[src/hw/wdc_pkg.sv]
package wdc_pkg;

  // ---------------------------------------------------------------
  // widths
  // ---------------------------------------------------------------
  localparam int unsigned ADDR_W = 32;
  localparam int unsigned DATA_W = 32;
  localparam int unsigned CNT_W  = 8;
  localparam int unsigned PRE_W  = 6;
  localparam int unsigned IRQ_W  = 3;

  // ---------------------------------------------------------------
  // register indexes, byte address is four times the index
  // ---------------------------------------------------------------
  localparam logic [15:0] IDX_COUNTER = 16'h7023;
  localparam logic [15:0] IDX_KEY     = 16'h7025;
  localparam logic [15:0] IDX_CONTROL = 16'h7029;
  localparam logic [15:0] IDX_SYSCTL  = 16'h7030;
  localparam logic [15:0] IDX_IRQ_STS = 16'h7031;
  localparam logic [15:0] IDX_IRQ_MSK = 16'h7032;

  // ---------------------------------------------------------------
  // control register fields and key codes
  // ---------------------------------------------------------------
  localparam int unsigned FLAG_BIT = 7;
  localparam int unsigned DIS_BIT  = 6;
  localparam int unsigned CHK_HI   = 5;
  localparam int unsigned CHK_LO   = 3;
  localparam int unsigned PS_HI    = 2;
  localparam int unsigned PS_LO    = 0;
  localparam logic [2:0]  CHK_PATTERN = 3'h5;
  localparam logic [7:0]  KEY_ARM     = 8'h55;
  localparam logic [7:0]  KEY_FIRE    = 8'hAA;

  // ---------------------------------------------------------------
  // reset values and counter top
  // ---------------------------------------------------------------
  localparam logic [2:0]       PS_RST   = 3'h0;
  localparam logic             DIS_RST  = 1'b0;
  localparam logic             FLAG_RST = 1'b0;
  localparam logic [CNT_W-1:0] CNT_RST  = 8'h00;
  localparam logic [CNT_W-1:0] CNT_TOP  = 8'hFF;

  // ---------------------------------------------------------------
  // interrupt bits, bus codes, strap timing
  // ---------------------------------------------------------------
  localparam int unsigned IRQ_OVF    = 0;
  localparam int unsigned IRQ_KICK   = 1;
  localparam int unsigned IRQ_DOGRST = 2;
  localparam logic [1:0]  HTRANS_NONSEQ = 2'h2;
  localparam logic [2:0]  HSIZE_WORD    = 3'h2;
  localparam logic [1:0]  STRAP_WAIT    = 2'h3;

  typedef enum logic [2:0] {
    WDC_RUN  = 3'h1,
    WDC_OVF  = 3'h2,
    WDC_FIRE = 3'h4
  } wdc_run_t;

  typedef enum logic [2:0] {
    SEL_NONE = 3'h0,
    SEL_CNT  = 3'h1,
    SEL_KEY  = 3'h2,
    SEL_CR   = 3'h3,
    SEL_SYS  = 3'h4,
    SEL_STS  = 3'h5,
    SEL_MSK  = 3'h6
  } wdc_sel_t;

  function automatic wdc_sel_t wdc_decode(input logic [ADDR_W-1:0] a);
    wdc_sel_t s;
    s = SEL_NONE;
    if (a[1:0] == 2'h0 && a[ADDR_W-1:18] == '0) begin
      case (a[17:2])
        IDX_COUNTER: s = SEL_CNT;
        IDX_KEY:     s = SEL_KEY;
        IDX_CONTROL: s = SEL_CR;
        IDX_SYSCTL:  s = SEL_SYS;
        IDX_IRQ_STS: s = SEL_STS;
        IDX_IRQ_MSK: s = SEL_MSK;
        default:     s = SEL_NONE;
      endcase
    end
    return s;
  endfunction : wdc_decode

  function automatic logic [PRE_W-1:0] wdc_tap_mask(input logic [2:0] sel);
    logic [PRE_W-1:0] m;
    case (sel)
      3'h0, 3'h1: m = 6'h00;
      3'h2:       m = 6'h01;
      3'h3:       m = 6'h03;
      3'h4:       m = 6'h07;
      3'h5:       m = 6'h0F;
      3'h6:       m = 6'h1F;
      default:    m = 6'h3F;
    endcase
    return m;
  endfunction : wdc_tap_mask

endpackage : wdc_pkg

[src/hw/wdc_if.sv]
`timescale 1ns/1ps
`default_nettype none

interface wdc_if;
  logic [2:0] prescale_sel;
  logic       tap_tick;
  modport pre (input prescale_sel, output tap_tick);
  modport ctl (output prescale_sel, input tap_tick);
endinterface : wdc_if

`default_nettype wire

[src/hw/wdc_prescaler.sv]
`timescale 1ns/1ps
`default_nettype none

module wdc_prescaler (
  input  wire logic hclk,
  input  wire logic hresetn,
  input  wire logic ce,
  input  wire logic dog_clock,
  wdc_if.pre        link
);
  import wdc_pkg::*;

  typedef struct packed {
    logic             s1;
    logic             s2;
    logic             s3;
    logic [PRE_W-1:0] pre;
  } wdc_pre_state_t;

  localparam wdc_pre_state_t PRE_RST = '0;

  wdc_pre_state_t   r;
  wdc_pre_state_t   n;
  logic             dog_tick;
  logic [PRE_W-1:0] mask;

  // ---------------------------------------------------------------
  // pin sync, free-running divider, tap select
  // ---------------------------------------------------------------
  always_comb begin
    n        = r;
    n.s1     = dog_clock;
    n.s2     = r.s1;
    n.s3     = r.s2;
    dog_tick = r.s2 & ~r.s3;
    mask     = wdc_tap_mask(link.prescale_sel);
    if (dog_tick) begin
      n.pre = r.pre + 6'h01;
    end
    link.tap_tick = dog_tick && ((r.pre & mask) == mask);
  end

  always_ff @(posedge hclk or negedge hresetn) begin
    if (!hresetn) begin
      r <= PRE_RST;
    end else if (ce) begin
      r <= n;
    end
  end

endmodule : wdc_prescaler

`default_nettype wire

[src/hw/wdc_top.sv]
// The AHB-Lite interface to the registers was left to the implementer.
`timescale 1ns/1ps
`default_nettype none

module wdc_top (
  input  wire logic                       hclk,
  input  wire logic                       hresetn,
  input  wire logic                       ce,
  input  wire logic                       hsel,
  input  wire logic [wdc_pkg::ADDR_W-1:0] haddr,
  input  wire logic [1:0]                 htrans,
  input  wire logic                       hwrite,
  input  wire logic [2:0]                 hsize,
  input  wire logic [wdc_pkg::DATA_W-1:0] hwdata,
  input  wire logic                       hready,
  output logic                            hreadyout,
  output logic                            hresp,
  output logic      [wdc_pkg::DATA_W-1:0] hrdata,
  input  wire logic                       dog_clock,
  input  wire logic                       hv_strap,
  input  wire logic                       sys_rst_req,
  output logic                            dog_reset,
  output logic                            irq
);
  import wdc_pkg::*;

  // ---------------------------------------------------------------
  // state
  // ---------------------------------------------------------------
  typedef struct packed {
    wdc_run_t          st;
    logic [CNT_W-1:0]  cnt;
    logic              armed;
    logic              flag;
    logic              dis;
    logic [2:0]        ps;
    logic [IRQ_W-1:0]  sts;
    logic [IRQ_W-1:0]  msk;
    logic              hv_s1;
    logic              hv_s2;
    logic              hv;
    logic [1:0]        strap_cnt;
    logic              dp_act;
    logic              dp_wr;
    wdc_sel_t          dp_sel;
    logic [DATA_W-1:0] rdata;
  } wdc_state_t;

  localparam wdc_state_t TOP_RST = '{
    st:        WDC_RUN,
    cnt:       CNT_RST,
    armed:     1'b0,
    flag:      FLAG_RST,
    dis:       DIS_RST,
    ps:        PS_RST,
    sts:       3'h0,
    msk:       3'h0,
    hv_s1:     1'b0,
    hv_s2:     1'b0,
    hv:        1'b0,
    strap_cnt: 2'h0,
    dp_act:    1'b0,
    dp_wr:     1'b0,
    dp_sel:    SEL_NONE,
    rdata:     32'h0000_0000
  };

  wdc_state_t r;
  wdc_state_t n;
  wdc_if      pre_link ();

  logic       enabled;
  logic       fire;
  logic       kick;
  logic       ovf_ev;
  logic       addr_take;
  wdc_sel_t   addr_sel;
  logic [7:0] wbyte;

  // ---------------------------------------------------------------
  // read view of the control byte
  // ---------------------------------------------------------------
  function automatic logic [7:0] ctrl_byte(input wdc_state_t s);
    logic [7:0] b;
    b           = 8'h00;
    b[FLAG_BIT] = s.flag;
    b[DIS_BIT]  = s.dis;
    b[PS_HI:PS_LO] = s.ps;
    return b;
  endfunction : ctrl_byte

  function automatic logic [DATA_W-1:0] read_word(input wdc_sel_t sel,
                                                  input wdc_state_t s);
    logic [DATA_W-1:0] w;
    w = 32'h0000_0000;
    case (sel)
      SEL_CNT: w[CNT_W-1:0] = s.cnt;
      SEL_KEY: w[7:0]       = ctrl_byte(s);
      SEL_CR:  w[7:0]       = ctrl_byte(s);
      SEL_SYS: w[0]         = s.hv;
      SEL_STS: w[IRQ_W-1:0] = s.sts;
      SEL_MSK: w[IRQ_W-1:0] = s.msk;
      default: w            = 32'h0000_0000;
    endcase
    return w;
  endfunction : read_word

  // ---------------------------------------------------------------
  // prescaler
  // ---------------------------------------------------------------
  assign pre_link.prescale_sel = r.ps;

  wdc_prescaler u_pre (
    .hclk      (hclk),
    .hresetn   (hresetn),
    .ce        (ce),
    .dog_clock (dog_clock),
    .link      (pre_link.pre)
  );

  // ---------------------------------------------------------------
  // next state
  // ---------------------------------------------------------------
  always_comb begin
    n         = r;
    fire      = 1'b0;
    kick      = 1'b0;
    ovf_ev    = 1'b0;
    wbyte     = hwdata[7:0];
    addr_take = hsel && hready && (htrans == HTRANS_NONSEQ);
    addr_sel  = wdc_decode(haddr);

    // strap sampled after release, second stage only
    n.hv_s1 = hv_strap;
    n.hv_s2 = r.hv_s1;
    if (r.strap_cnt != STRAP_WAIT) begin
      n.strap_cnt = r.strap_cnt + 2'h1;
      n.hv        = r.hv_s2;
    end
    enabled = !(r.hv && r.dis);

    // bus address phase
    n.dp_act = 1'b0;
    if (addr_take) begin
      n.dp_act = 1'b1;
      n.dp_wr  = hwrite && (hsize == HSIZE_WORD);
      n.dp_sel = addr_sel;
      if (!hwrite) begin
        n.rdata = read_word(addr_sel, r);
      end
    end

    // bus data phase writes
    if (r.dp_act && r.dp_wr) begin
      case (r.dp_sel)
        SEL_KEY: begin
          if (wbyte == KEY_ARM) begin
            n.armed = 1'b1;
          end else if (wbyte == KEY_FIRE) begin
            kick    = r.armed;
            n.armed = 1'b0;
          end else begin
            fire = 1'b1;
          end
        end
        SEL_CR: begin
          if (wbyte[CHK_HI:CHK_LO] != CHK_PATTERN) begin
            fire = 1'b1;
          end else begin
            n.dis = wbyte[DIS_BIT];
            n.ps  = wbyte[PS_HI:PS_LO];
            if (!wbyte[FLAG_BIT]) begin
              n.flag = 1'b0;
            end
          end
        end
        SEL_STS: n.sts = r.sts & ~hwdata[IRQ_W-1:0];
        SEL_MSK: n.msk = hwdata[IRQ_W-1:0];
        default: n.sts = r.sts;
      endcase
    end

    // counter and overflow sequence
    unique case (r.st)
      WDC_RUN: begin
        if (kick) begin
          n.cnt = CNT_RST;
        end else if (enabled && pre_link.tap_tick) begin
          if (r.cnt == CNT_TOP) begin
            n.cnt  = CNT_RST;
            n.st   = WDC_OVF;
            ovf_ev = 1'b1;
          end else begin
            n.cnt = r.cnt + 8'h01;
          end
        end
      end
      WDC_OVF: begin
        if (kick) begin
          n.cnt = CNT_RST;
          n.st  = WDC_RUN;
        end else if (enabled && pre_link.tap_tick) begin
          fire = 1'b1;
        end
      end
      WDC_FIRE: begin
        n.st    = WDC_RUN;
        n.cnt   = CNT_RST;
        n.armed = 1'b0;
        n.dis   = DIS_RST;
        n.ps    = PS_RST;
        n.flag  = 1'b1;
      end
    endcase
    if (fire) begin
      n.st = WDC_FIRE;
    end

    // sticky events, set wins over clear
    if (ovf_ev) begin
      n.sts[IRQ_OVF] = 1'b1;
    end
    if (kick) begin
      n.sts[IRQ_KICK] = 1'b1;
    end
    if (r.st == WDC_FIRE) begin
      n.sts[IRQ_DOGRST] = 1'b1;
    end

    // foreign system reset keeps the flag
    if (sys_rst_req) begin
      n.st     = WDC_RUN;
      n.cnt    = CNT_RST;
      n.armed  = 1'b0;
      n.dis    = DIS_RST;
      n.ps     = PS_RST;
      n.sts    = 3'h0;
      n.msk    = 3'h0;
      n.dp_act = 1'b0;
      n.flag   = r.flag;
    end
  end

  // ---------------------------------------------------------------
  // registers
  // ---------------------------------------------------------------
  always_ff @(posedge hclk or negedge hresetn) begin
    if (!hresetn) begin
      r <= TOP_RST;
    end else if (ce) begin
      r <= n;
    end
  end

  // ---------------------------------------------------------------
  // outputs
  // ---------------------------------------------------------------
  assign hreadyout = ce;
  assign hresp     = 1'b0;
  assign hrdata    = r.rdata;
  assign dog_reset = (r.st == WDC_FIRE);
  assign irq       = |(r.sts & r.msk);

endmodule : wdc_top

`default_nettype wire

[config.mk]
export PLATFORM = sky130hd
export DESIGN_NAME = wdc_top
export DESIGN_NICKNAME = d
export VERILOG_FILES = /design/src/hw/wdc_pkg.sv /design/src/hw/wdc_if.sv /design/src/hw/wdc_prescaler.sv /design/src/hw/wdc_top.sv
export SDC_FILE = /design/constraint.sdc
export NUM_CORES = 1
export LEC_CHECK = 0
export BUFFER_PORTS_ARGS = -buffer_cell sky130_fd_sc_hd__buf_2
export CAP_MARGIN = 20
export CORE_AREA = 2 2 88 90
export DETAILED_ROUTE_END_ITERATION = 8
export DIE_AREA = 0 0 90 92
export GPL_TIMING_DRIVEN = 0
export PLACE_DENSITY = 0.8
export REMOVE_ABC_BUFFERS = 1
export SYNTH_ARGS = -nofsm -noshare
export SYNTH_HDL_FRONTEND = slang
export SYNTH_SLANG_ARGS = --single-unit
[constraint.sdc]
create_clock -name hclk -period 2.1 [get_ports hclk]
set_input_delay 0.105 -clock hclk [delete_from_list [all_inputs] [get_ports hclk]]
set_output_delay 0.105 -clock hclk [all_outputs]
set_load 0.02 [all_outputs]
==> Yosys cells after proc, flatten, opt, wreduce, memory -nomap -nowiden <==
Cells that the tools add are included.
{ "classes": {"bitwise": 8, "n_reduce_logical": 41, "mux": 47, "n_eq_ne": 42, "addsub": 3} }
{ "op_table": {"columns": ["operator", "n"], "rows": [
  ["$eq 16x15->1 const B", 6],
  ["$mux 37", 1],
  ["$pmux 6 s6", 1],
  ["$pmux 11 s3", 1],
  ["$eq 3x3->1 const B", 9],
  ["$eq 3x2->1 const B", 8],
  ["$mux 8", 3],
  ["$reduce_bool 3->1", 8],
  ["$mux 1", 23],
  ["$mux 23", 1],
  ["$mux 11", 2],
  ["$ne 4x4->1 const B", 5],
  ["$mux 3", 6],
  ["$pmux 3 s6", 1],
  ["$reduce_and 3->1", 6],
  ["$eq 8x8->1 const B", 2],
  ["$logic_not 14->1", 1],
  ["$mux 12", 1],
  ["$mux 5", 2],
  ["$pmux 5 s2", 1],
  ["$eq 3x1->1 const B", 3],
  ["$ne 3x3->1 const B", 3],
  ["$add 8x1->8 const B", 1],
  ["$eq 8x7->1 const B", 1],
  ["27 further kinds", 45]
]} }
{ "totals": {"output_inout_bits": 36, "ff_bits": 50, "input_bits": 78, "word_cells": 163} }

==> Depth between registers and ports, before layout <==
Gate-level depths: netlist of run 1.
{ "depth": {"depth_word": 12, "mapped_depth": 9} }

==> By module <==
A second synthesis of run 1 with hierarchy kept.
{ "unflattened": {"cells_unflattened": 345, "area_unflattened_um2": 3225.6} }
{ "modules_own_cells": {"columns": ["mod", "area_each_um2", "instances", "cells_per_inst", "seq_area_each_um2"], "rows": [
  ["wdc_top", 2790.2, 1, 308, 1027.2],
  ["wdc_prescaler", 435.4, 1, 37, 225.2]
]} }

==> Least setup slack after synthesis of run 1 <==
OpenSTA, ideal clock, no wires.
{ "synth_path": {"kind": "register -> register", "startpoint": "register r[32] in the netlist's numbering", "endpoint": "register r[54] in the netlist's numbering", "path_stages_with_launch": 10, "setup_ns": 0.125, "path_slack_ns": 0.047, "required_time_ns": 1.975, "t_arrival_ns": 1.928, "n_path_buf": 2, "period_less_slack_ns": 2.053, "cell_sequence": "dfrtp_1 clkbuf_2 nor2_1 nor4b_4 and3_4 or3_4 o21ba_4 nand2b_4 buf_6 mux2_4"} }
{ "synth_via": {"elab_chain_cells": 6} }
{ "synth_rtl": {"columns": ["item", "line_no", "text"], "rows": [
  ["start, declared", "wdc_top.sv:68", "wdc_state_t r;"],
  ["start signal, assigned", "wdc_top.sv:251", "r <= n;"],
  ["$eq 3x2->1 *", "wdc_top.sv:155", "case (r.dp_sel)"],
  ["$mux 1 *", "wdc_top.sv:155", null],
  ["$mux 1 *", "wdc_top.sv:154", "if (r.dp_act && r.dp_wr) begin"],
  ["$mux 8", "wdc_top.sv:186", "if (kick) begin"],
  ["$pmux 11 s3", "wdc_top.sv:184", "unique case (r.st)"],
  ["$mux 23", "wdc_top.sv:231", "if (sys_rst_req) begin"]
]} }
Mark *: on every way between the ends. The rest lies on a longest branch, timed or not.
A chain may end at the register's enable or synchronous reset.

==> Worst setup path in the final report of run 1 <==
{ "layout_path": {"startpoint": "register r[34] in the netlist's numbering", "endpoint": "register r[54] in the netlist's numbering"} }
The elaborated chain is that of the path after synthesis.

==> results of run 1 <==
==> metrics by stage <==
| stage | setup slack (ns) | hold WS, ns |
|---|---|---|
| 3_5_place_dp | -0.124 | 0.342 |
| 6_report | -0.0471 | 0.0249 |
| 2_1_floorplan | 0.110 | -0.191 |
| 3_3_place_gp | -0.0652 | 0.336 |
| 5_1_grt | -0.0819 | 0.0233 |
| 4_1_cts | -0.0699 | 0.0207 |
==> per-layer routing <==
metal  vias up  routed length (um)
met5         -                   0
met4         0                  63
met3         9                 616
met2       142                3420
met1      1298                3090
li1       1295                   -
==> worst reg2reg max path, stage by stage, from the launching register on <==
cell      delay (ns)
dfrtp_1         0.41
nand4b_1        0.31
nor4b_4         0.29
and3_4          0.23
or3_4           0.12
o21ba_4         0.17
nand2b_4        0.20
mux2_4          0.33
==> sequential cells by signal, summed over array words and instances, names as in the netlist <==
signal,cells
u_pre.n,2
pre_link.prescale_sel,3
n,1
hrdata,8
u_pre.r,7
r,29
==> cell usage after synthesis, types with 3 or more instances <==
cell type / n
nor2_1: 22
xor2_1: 3
nor2b_1: 6
inv_1: 12
nand2_1: 29
nand2b_1: 7
o31a_1: 3
o31ai_1: 6
nor3_1: 4
ha_1: 3
a221oi_1: 3
nor4_1: 6
a21oi_1: 9
nand3_1: 15
o41ai_2: 4
a22oi_1: 3
dfrtp_1: 49
clkbuf_1: 7
buf_4: 34
o21ai_0: 31
xnor2_1: 7
and3_1: 4
mux2i_1: 4
mux2_2: 8
nand4_1: 5
==> worst paths after layout <==
path / start / depth (start not counted) / to
worst max register to register: r[34] / 7 / r[54]
worst min register to register: hrdata[3] / 2 / hrdata[3]
worst max-delay path: r[34] / 7 / r[54]
max in group asynchronous: hresetn / 3 / r[62]
worst min-delay path: hv_strap / 2 / n[40]
min in group asynchronous: hresetn / 2 / r[37]
==> power by group through the flow <==
stage / sequential (W) / clock [W] / combinational [W]
3_3_place_gp: 0.00127 / 0 / 0.000524
6_report: 0.00126 / 0.000692 / 0.000621
4_1_cts: 0.00125 / 0.000700 / 0.000600
5_1_grt: 0.00128 / 0.000735 / 0.000698
2_1_floorplan: 0.00125 / 0 / 0.000363
3_5_place_dp: 0.00128 / 0 / 0.000555
==> area by class of cell <==
| class | count | area (um2) | share of cell area |
|---|---|---|---|
| Clock inverter | 2 | 37.5 | 0.0101 |
| Inverter | 12 | 45.0 | 0.0122 |
| Multi-Input combinational cell | 254 | 1710 | 0.462 |
| Timing Repair Buffer | 80 | 455 | 0.123 |
| Clock buffer | 6 | 72.6 | 0.0196 |
| Tap cell | 102 | 128 | 0.0344 |
| Sequential cell | 50 | 1250 | 0.339 |
==> what timing repair did <==
| item | in CTS | in global routing |
|---|---|---|
| setup endpoints to repair | 6 | 10 |
| buffers inserted | 8 | 6 |
| pin swaps | 6 | 9 |
| resized for setup | 1 | 11 |
| endpoints found under the hold margin | 0 | 39 |
| hold buffers | 0 | 1 |
==> kinds of logic after synthesis <==
group / synth area share
DFF: 0.393
muxes: 0.0456
AOI/OAI and AO/OA: 0.186
and+or+nand+nor: 0.225
other: 0.00118
xor gates and xnor gates: 0.0275
buffers and inverters: 0.109
adders and majority gates: 0.0118
==> results by group, run 1 <==
Setup path
  • Reg2reg setup slack: -0.05 ns
  • WP data arrival: 2.35 ns
  • CP Capture Type: flop
  • Crit path buf inv count: 0
  • Largest stage delay, worst path: 0.41 ns
  • Crit start category: flop
  • CP top delay family: simple AND/OR/NAND/NOR gates
  • CP Class: flop to flop
  • CP cell instances: nand4b_1 -> nor4b_4 -> and3_4 -> or3_4 -> o21ba_4 -> nand2b_4 -> mux2_4
  • Req. time, crit path: 2.30 ns
  • Critical-path top delay cell: dfrtp_1
  • Crit-path max FO: 8

Layout
  • Area added between synthesis and finish: 16.4%
  • Final non-filler cell total: 506
  • Layout cell share with drive strength beyond 1: 0.307
  • # fillers: 686
  • Nets@finish: 484
  • Fin util: 0.498
  • Antenna fix cells: 0
  • Fin area: 3710 um2
  • Leading cell type in the layout, fill and taps excluded: buf_2
  • Most frequent cells in the layout: buf_2, dfrtp_1, nand2_1, o21ai_0, conb_1

Synth
  • Synth Cell Area: 3180 um2
  • Sequential area share after synthesis: 0.393
  • Synth area leaders: dfrtp_1, buf_4, o21ai_0
  • Cells after synthesis: 336
  • Yosys top cell area share: 0.385
  • Area leader, netlist: dfrtp_1
  • Post-synthesis register bit count: 50
  • Ys flop type: dfrtp_1
  • Yosys warns: 0
  • Netlist cell types: 68
  • Post-synth ARST share: 1.00
  • Post-synth EDFFs: 0
  • Mean Syn Cell Area: 9.48 um2

Power and ir drop
  • PwrDens: 693 nW/um2
  • P_int: 0.00176 W
  • Power share of the clock group: 0.270
  • Register share of total power: 0.489
  • NetSw: 0.000807 W
  • Switch share: 0.314
  • Combinational power share: 0.242
  • Design Power: 0.00257 W
  • Leak Pwr: 1.68 nW
  • Worst IR Drop VDD: 420 uV

Global routing
  • Total GRT Usage: 0.176
  • Largest net degree at the start of global routing: 51
  • Busiest layer in global routing: met2
  • Global route overflow: 0
  • GR met1 Demand/Resource: 0.235
  • First-pass GRT wire length: 12,000 um
  • Initial antenna violation count: 0
  • GRT met2 Usage: 0.291
  • Vias in the first global route: 2,552
  • Met3 Use GR: 0.0353

Route
  • Post-route DRC: 0
  • Iter 0 DRT Violations: 218
  • Routed Antenna Nets: 0
  • WL per Instance: 14.2 um
  • Vias post-DR: 2,744
  • Final wirelength: 7190 um
  • Via/cell ratio: 5.42
  • Drt pass-1 iters: 5

Place
  • Dpl cells: 482
  • Area of placed instances: 3420 um2
  • HPWL after detailed placement: 5260 um
  • PortBufs: 64
  • Global placer's final weighted congestion: 0.861

STA
  • Rel. slew slack: 0.512
  • Worst slew pin tran: 0.725 ns
  • Final Hold Fails: 0
  • Setup Viol. Count Final: 1
  • Post-layout min period: 2.15 ns
  • Setup TNS: -0.0471 ns
  • Clk_skew: 0.00706 ns
  • RSZ-0062 raised after global routing: yes
  • FMAX: 0.466 GHz
  • PnR worst setup slack: -0.0471 ns
  • Final slew viol count: 0
  • Tcrit/Tclk final: 1.02

Clocking
  • CTS tree: yes
  • Clock buffer depth: 2
  • CTS sink cnt: 50
  • H-tree Lvls: 2
  • Worst-path clk slew: 0.10 ns
  • CTS Buf Count: 5
  • Root buf cell: clkbuf_8
  • Later-pin clock latency in the skew report: 0.30 ns

Run status
  • Failing checks: setup timing
  • Status: finished, violations left

Floorplan
  • Starting Density: 0.428
  • Die width: 90 um
  • Cell Rows: 32
  • Top-level I/O count: 114
  • Die ar.: 8280 um2
  • Core ar.: 7450 um2
  • Die height: 92 um

Run
  • Maxcap violations: 0

Hold path
  • HP Class: input pin to flop
No activity file was read; power rests on OpenSTA's default activity.
==> run 2: changes to the inputs <==
--- a/config.mk
+++ b/config.mk
@@ -9,7 +9,7 @@
 export CAP_MARGIN = 20
-export CORE_AREA = 2 2 88 90
+export CORE_AREA = 2 2 117 119
 export DETAILED_ROUTE_END_ITERATION = 8
-export DIE_AREA = 0 0 90 92
+export DIE_AREA = 0 0 119 121
 export GPL_TIMING_DRIVEN = 0
-export PLACE_DENSITY = 0.8
+export PLACE_DENSITY = 0.53
 export REMOVE_ABC_BUFFERS = 1
@@ -17,2 +17,3 @@
 export SYNTH_HDL_FRONTEND = slang
+export SYNTH_HIERARCHICAL = 1
 export SYNTH_SLANG_ARGS = --single-unit
==> constraint.sdc (replaced) <==
create_clock -name hclk -period 2.1 [get_ports hclk]
set_input_delay 0.63 -clock hclk [delete_from_list [all_inputs] [get_ports hclk]]
set_output_delay 0.63 -clock hclk [all_outputs]
set_load 0.02 [all_outputs]
==> results by group, run 2 <==
Run status
  • Status: finished, violations left
  • Failing checks: setup timing

Layout
  • Max reg flops: 29 (unchanged)
  • # fillers: 1,354 (+97%)
  • Most flops, register: r
  • Leading cell type in the layout, fill and taps excluded: buf_2
  • Multi-input gate area: 1840 um2 (+7.6%)
  • Antenna fix cells: 0 (unchanged)
  • Area added between synthesis and finish: 22.3%
  • Most frequent cells in the layout: buf_2, dfrtp_1, nand2_1
  • Layout cell share with drive strength beyond 1: 0.297 (-0.0104)
  • Nets@finish: 489 (+1.0%)
  • Register area: 1250 um2 (about the same)

Synth
  • Post-synthesis register bit count: 50 (unchanged)
  • Area leader, netlist: dfrtp_1
  • Synth Cell Area: 3230 um2 (+1.3%)
  • Post-synth ARST share: 1.00 (unchanged)
  • Yosys warns: 6 (+6)
  • Top-count cell post-synth: dfrtp_1
  • Commonest cells post-synth: dfrtp_1, buf_4, nand2_1
  • Netlist cell types: 67 (-1.5%)
  • Post-synthesis xor/xnor area fraction: 0.0272 (-0.000352)
  • Yosys top cell area share: 0.380 (-0.00493)
  • Post-synth EDFFs: 0 (unchanged)
  • Simple-Gate Fraction of Synth Area: 0.261 (+0.0363)
  • Sequential area share after synthesis: 0.388 (-0.00503)
  • Ys flop type: dfrtp_1
  • Synth area leaders: dfrtp_1, buf_4, nand2_1
  • Mean Syn Cell Area: 9.35 um2 (-1.3%)
  • Adder-cell share of the synthesized area: 0.0116 (-0.000151)
  • Synth Area in Compound Gates: 0.156 (-0.0299)
  • Cells after synthesis: 345 (+2.7%)
  • Largest family of logic cells by synthesized area: simple AND/OR/NAND/NOR gates
  • Multiplexer share of the synthesized area: 0.0500 (+0.00446)

Setup path
  • R2R Path Start: pre_link.prescale_sel[0]
  • Reg2reg setup slack: -0.06 ns (-0.02 ns)
  • R2r worst-path depth: 8 (+1)
  • Crit Reg-Reg Endpoint: r[62]
  • CP Class: flop to flop
  • Req. time, crit path: 2.32 ns (+0.02 ns)
  • Crit start category: flop
  • Crit-path max FO: 3 (-5)
  • CP Capture Type: flop
  • WP data arrival: 2.38 ns (+0.03 ns)

Global routing
  • Total GRT Usage: 0.113 (-0.0629)
  • Largest net degree at the start of global routing: 30 (-41%)
  • Vias in the first global route: 2,630 (+3.1%)
  • First-pass GRT wire length: 13,000 um (+8.2%)
  • Initial antenna violation count: 0 (unchanged)
  • Global route overflow: 0 (unchanged)

Clocking
  • CTS Buf Count: 5 (unchanged)
  • Clock buffer depth: 2 (unchanged)
  • Later-pin clock latency in the skew report: 0.29 ns (about the same)
  • Worst-path clk slew: 0.06 ns (-0.04 ns)
  • Root buf cell: clkbuf_16
  • CTS tree: yes
  • H-tree Lvls: 2 (unchanged)
  • CTS sink cnt: 50 (unchanged)

STA
  • Final slew viol count: 0 (unchanged)
  • Tcrit/Tclk final: 1.03 (+0.00755)
  • RSZ-0062 raised after global routing: yes
  • Setup Viol. Count Final: 3 (+2)
  • Worst hold margin: 0.308 ns (+0.283 ns)
  • Final Hold Fails: 0 (unchanged)
  • Post-layout min period: 2.16 ns (+0.0159 ns)
  • Setup TNS: -0.0958 ns (-0.0487 ns)
  • Worst slew pin tran: 0.521 ns (-0.205 ns)
  • PnR worst setup slack: -0.0630 ns (-0.0159 ns)
  • Rel. slew slack: 0.653 (+0.141)
  • Clk_skew: 0.00399 ns (-0.00306 ns)
  • FMAX: 0.462 GHz (-0.73%)

Power and ir drop
  • Worst IR Drop VDD: 256 uV (-39%)
  • PwrDens: 690 nW/um2 (-0.51%)
  • Leak Pwr: 1.73 nW (+2.6%)

Route
  • Vias post-DR: 2,774 (+1.1%)
  • Iter 0 DRT Violations: 135 (-38%)
  • Post-route DRC: 0 (unchanged)
  • Routed Antenna Nets: 0 (unchanged)
  • Via/cell ratio: 4.75 (-12%)
  • Final wirelength: 8070 um (+12%)
  • Drt pass-1 iters: 4 (-1)
  • WL per Instance: 13.8 um (-2.7%)

Run
  • Maxcap violations: 0 (unchanged)

Floorplan
  • Top-level I/O count: 114 (unchanged)
  • Cell Rows: 42 (+31%)
  • Die ar.: 14,400 um2 (+74%)
  • Core ar.: 13,100 um2 (+76%)
  • Die height: 121 um (+32%)
  • Die width: 119 um (+32%)
  • Starting Density: 0.247 (-0.181)

Place
  • Global placer's final weighted congestion: 0.853 (-0.86%)
  • PortBufs: 64 (unchanged)
  • HPWL after detailed placement: 6100 um (+16%)

Hold path
  • HP Class: input pin to async pin
-- run 2: cell types whose count changed after synthesis, moves of 4 or more --
cell / delta
nor2b_1: +7
nand2_1: +5
o31ai_1: -5
nor3b_1: +5
o41ai_2: -4
a22o_1: +4
o22ai_1: +4
o21ai_0: -12
-- run 2: cell type report --
class,instances,area share
clock buffer,6,0.0352
inverter,10,0.00951
multi-input combinational,266,0.467
tap,176,0.0558
sequential,50,0.318
timing repair buffer,75,0.107
clock inverter,1,0.00761
-- run 2: critical path, cell delays in order, from the launching register on --
cell      delay (ns)
dfrtp_1         0.39
nor2b_1         0.14
o211ai_1        0.18
o2111a_1        0.23
a21bo_4         0.25
or3_4           0.33
o21a_1          0.20
a311oi_2        0.26
o22ai_1         0.11
-- run 2: report_power, final --
group	leakage [nW]	switching [W]	internal, W	total (W)
registers	0.655	0.000122	0.00109	0.00121
clock network	0.0829	0.000344	0.000588	0.000932
logic	0.989	0.000304	0.000271	0.000574
-- run 2: cell families (layout without fill, tap and decap cells) --
logic type,after synthesis,in the layout
xor+xnor,10,10
simple gates,143,143
other cells,1,25
fa+ha+maj,3,3
flops,50,50
mux,15,15
buf+inv,53,92
compound gates,70,70
-- run 2: per-stage QoR --
step / power, W / utilization / worst slack (ns) / cell area, um2 / instances
final: 0.00272 / 0.301 / -0.0630 / 3950 / 584
after floorplan: 0.00154 / - / -0.00397 / 3020 / 326
after global placement: 0.00172 / 0.272 / -0.502 / 3560 / 566
after CTS: 0.00273 / 0.295 / -0.0855 / 3850 / 581
after detailed placement: 0.00174 / 0.273 / -0.549 / 3580 / 567
after global routing: 0.00289 / 0.301 / -0.169 / 3950 / 584
-- run 2: worst max-delay path by stage --
| stage | start | end |
|---|---|---|
| after floorplan | haddr[11] | hrdata[6] |
| after global placement | ce | hrdata[7] |
| after detailed placement | ce | hrdata[6] |
| after CTS | pre_link.prescale_sel[2] | r[62] |
| after global routing | pre_link.prescale_sel[0] | r[62] |
| final | pre_link.prescale_sel[0] | r[62] |
-- run 2: metal layers --
layer  GRT usage  vias up  routed length, um
li1            -     1334                  -
met1       0.147     1299               3660
met2       0.181      128               3610
met3      0.0273       13                635
met4      0.0439        0                157
met5           0        -                  0
-- run 2: timing repair --
item	CTS	global route
hold buffers	0	0
gates resized for setup	10	15
setup buffers	7	3
setup endpoints to repair	17	20
pin swaps	5	9
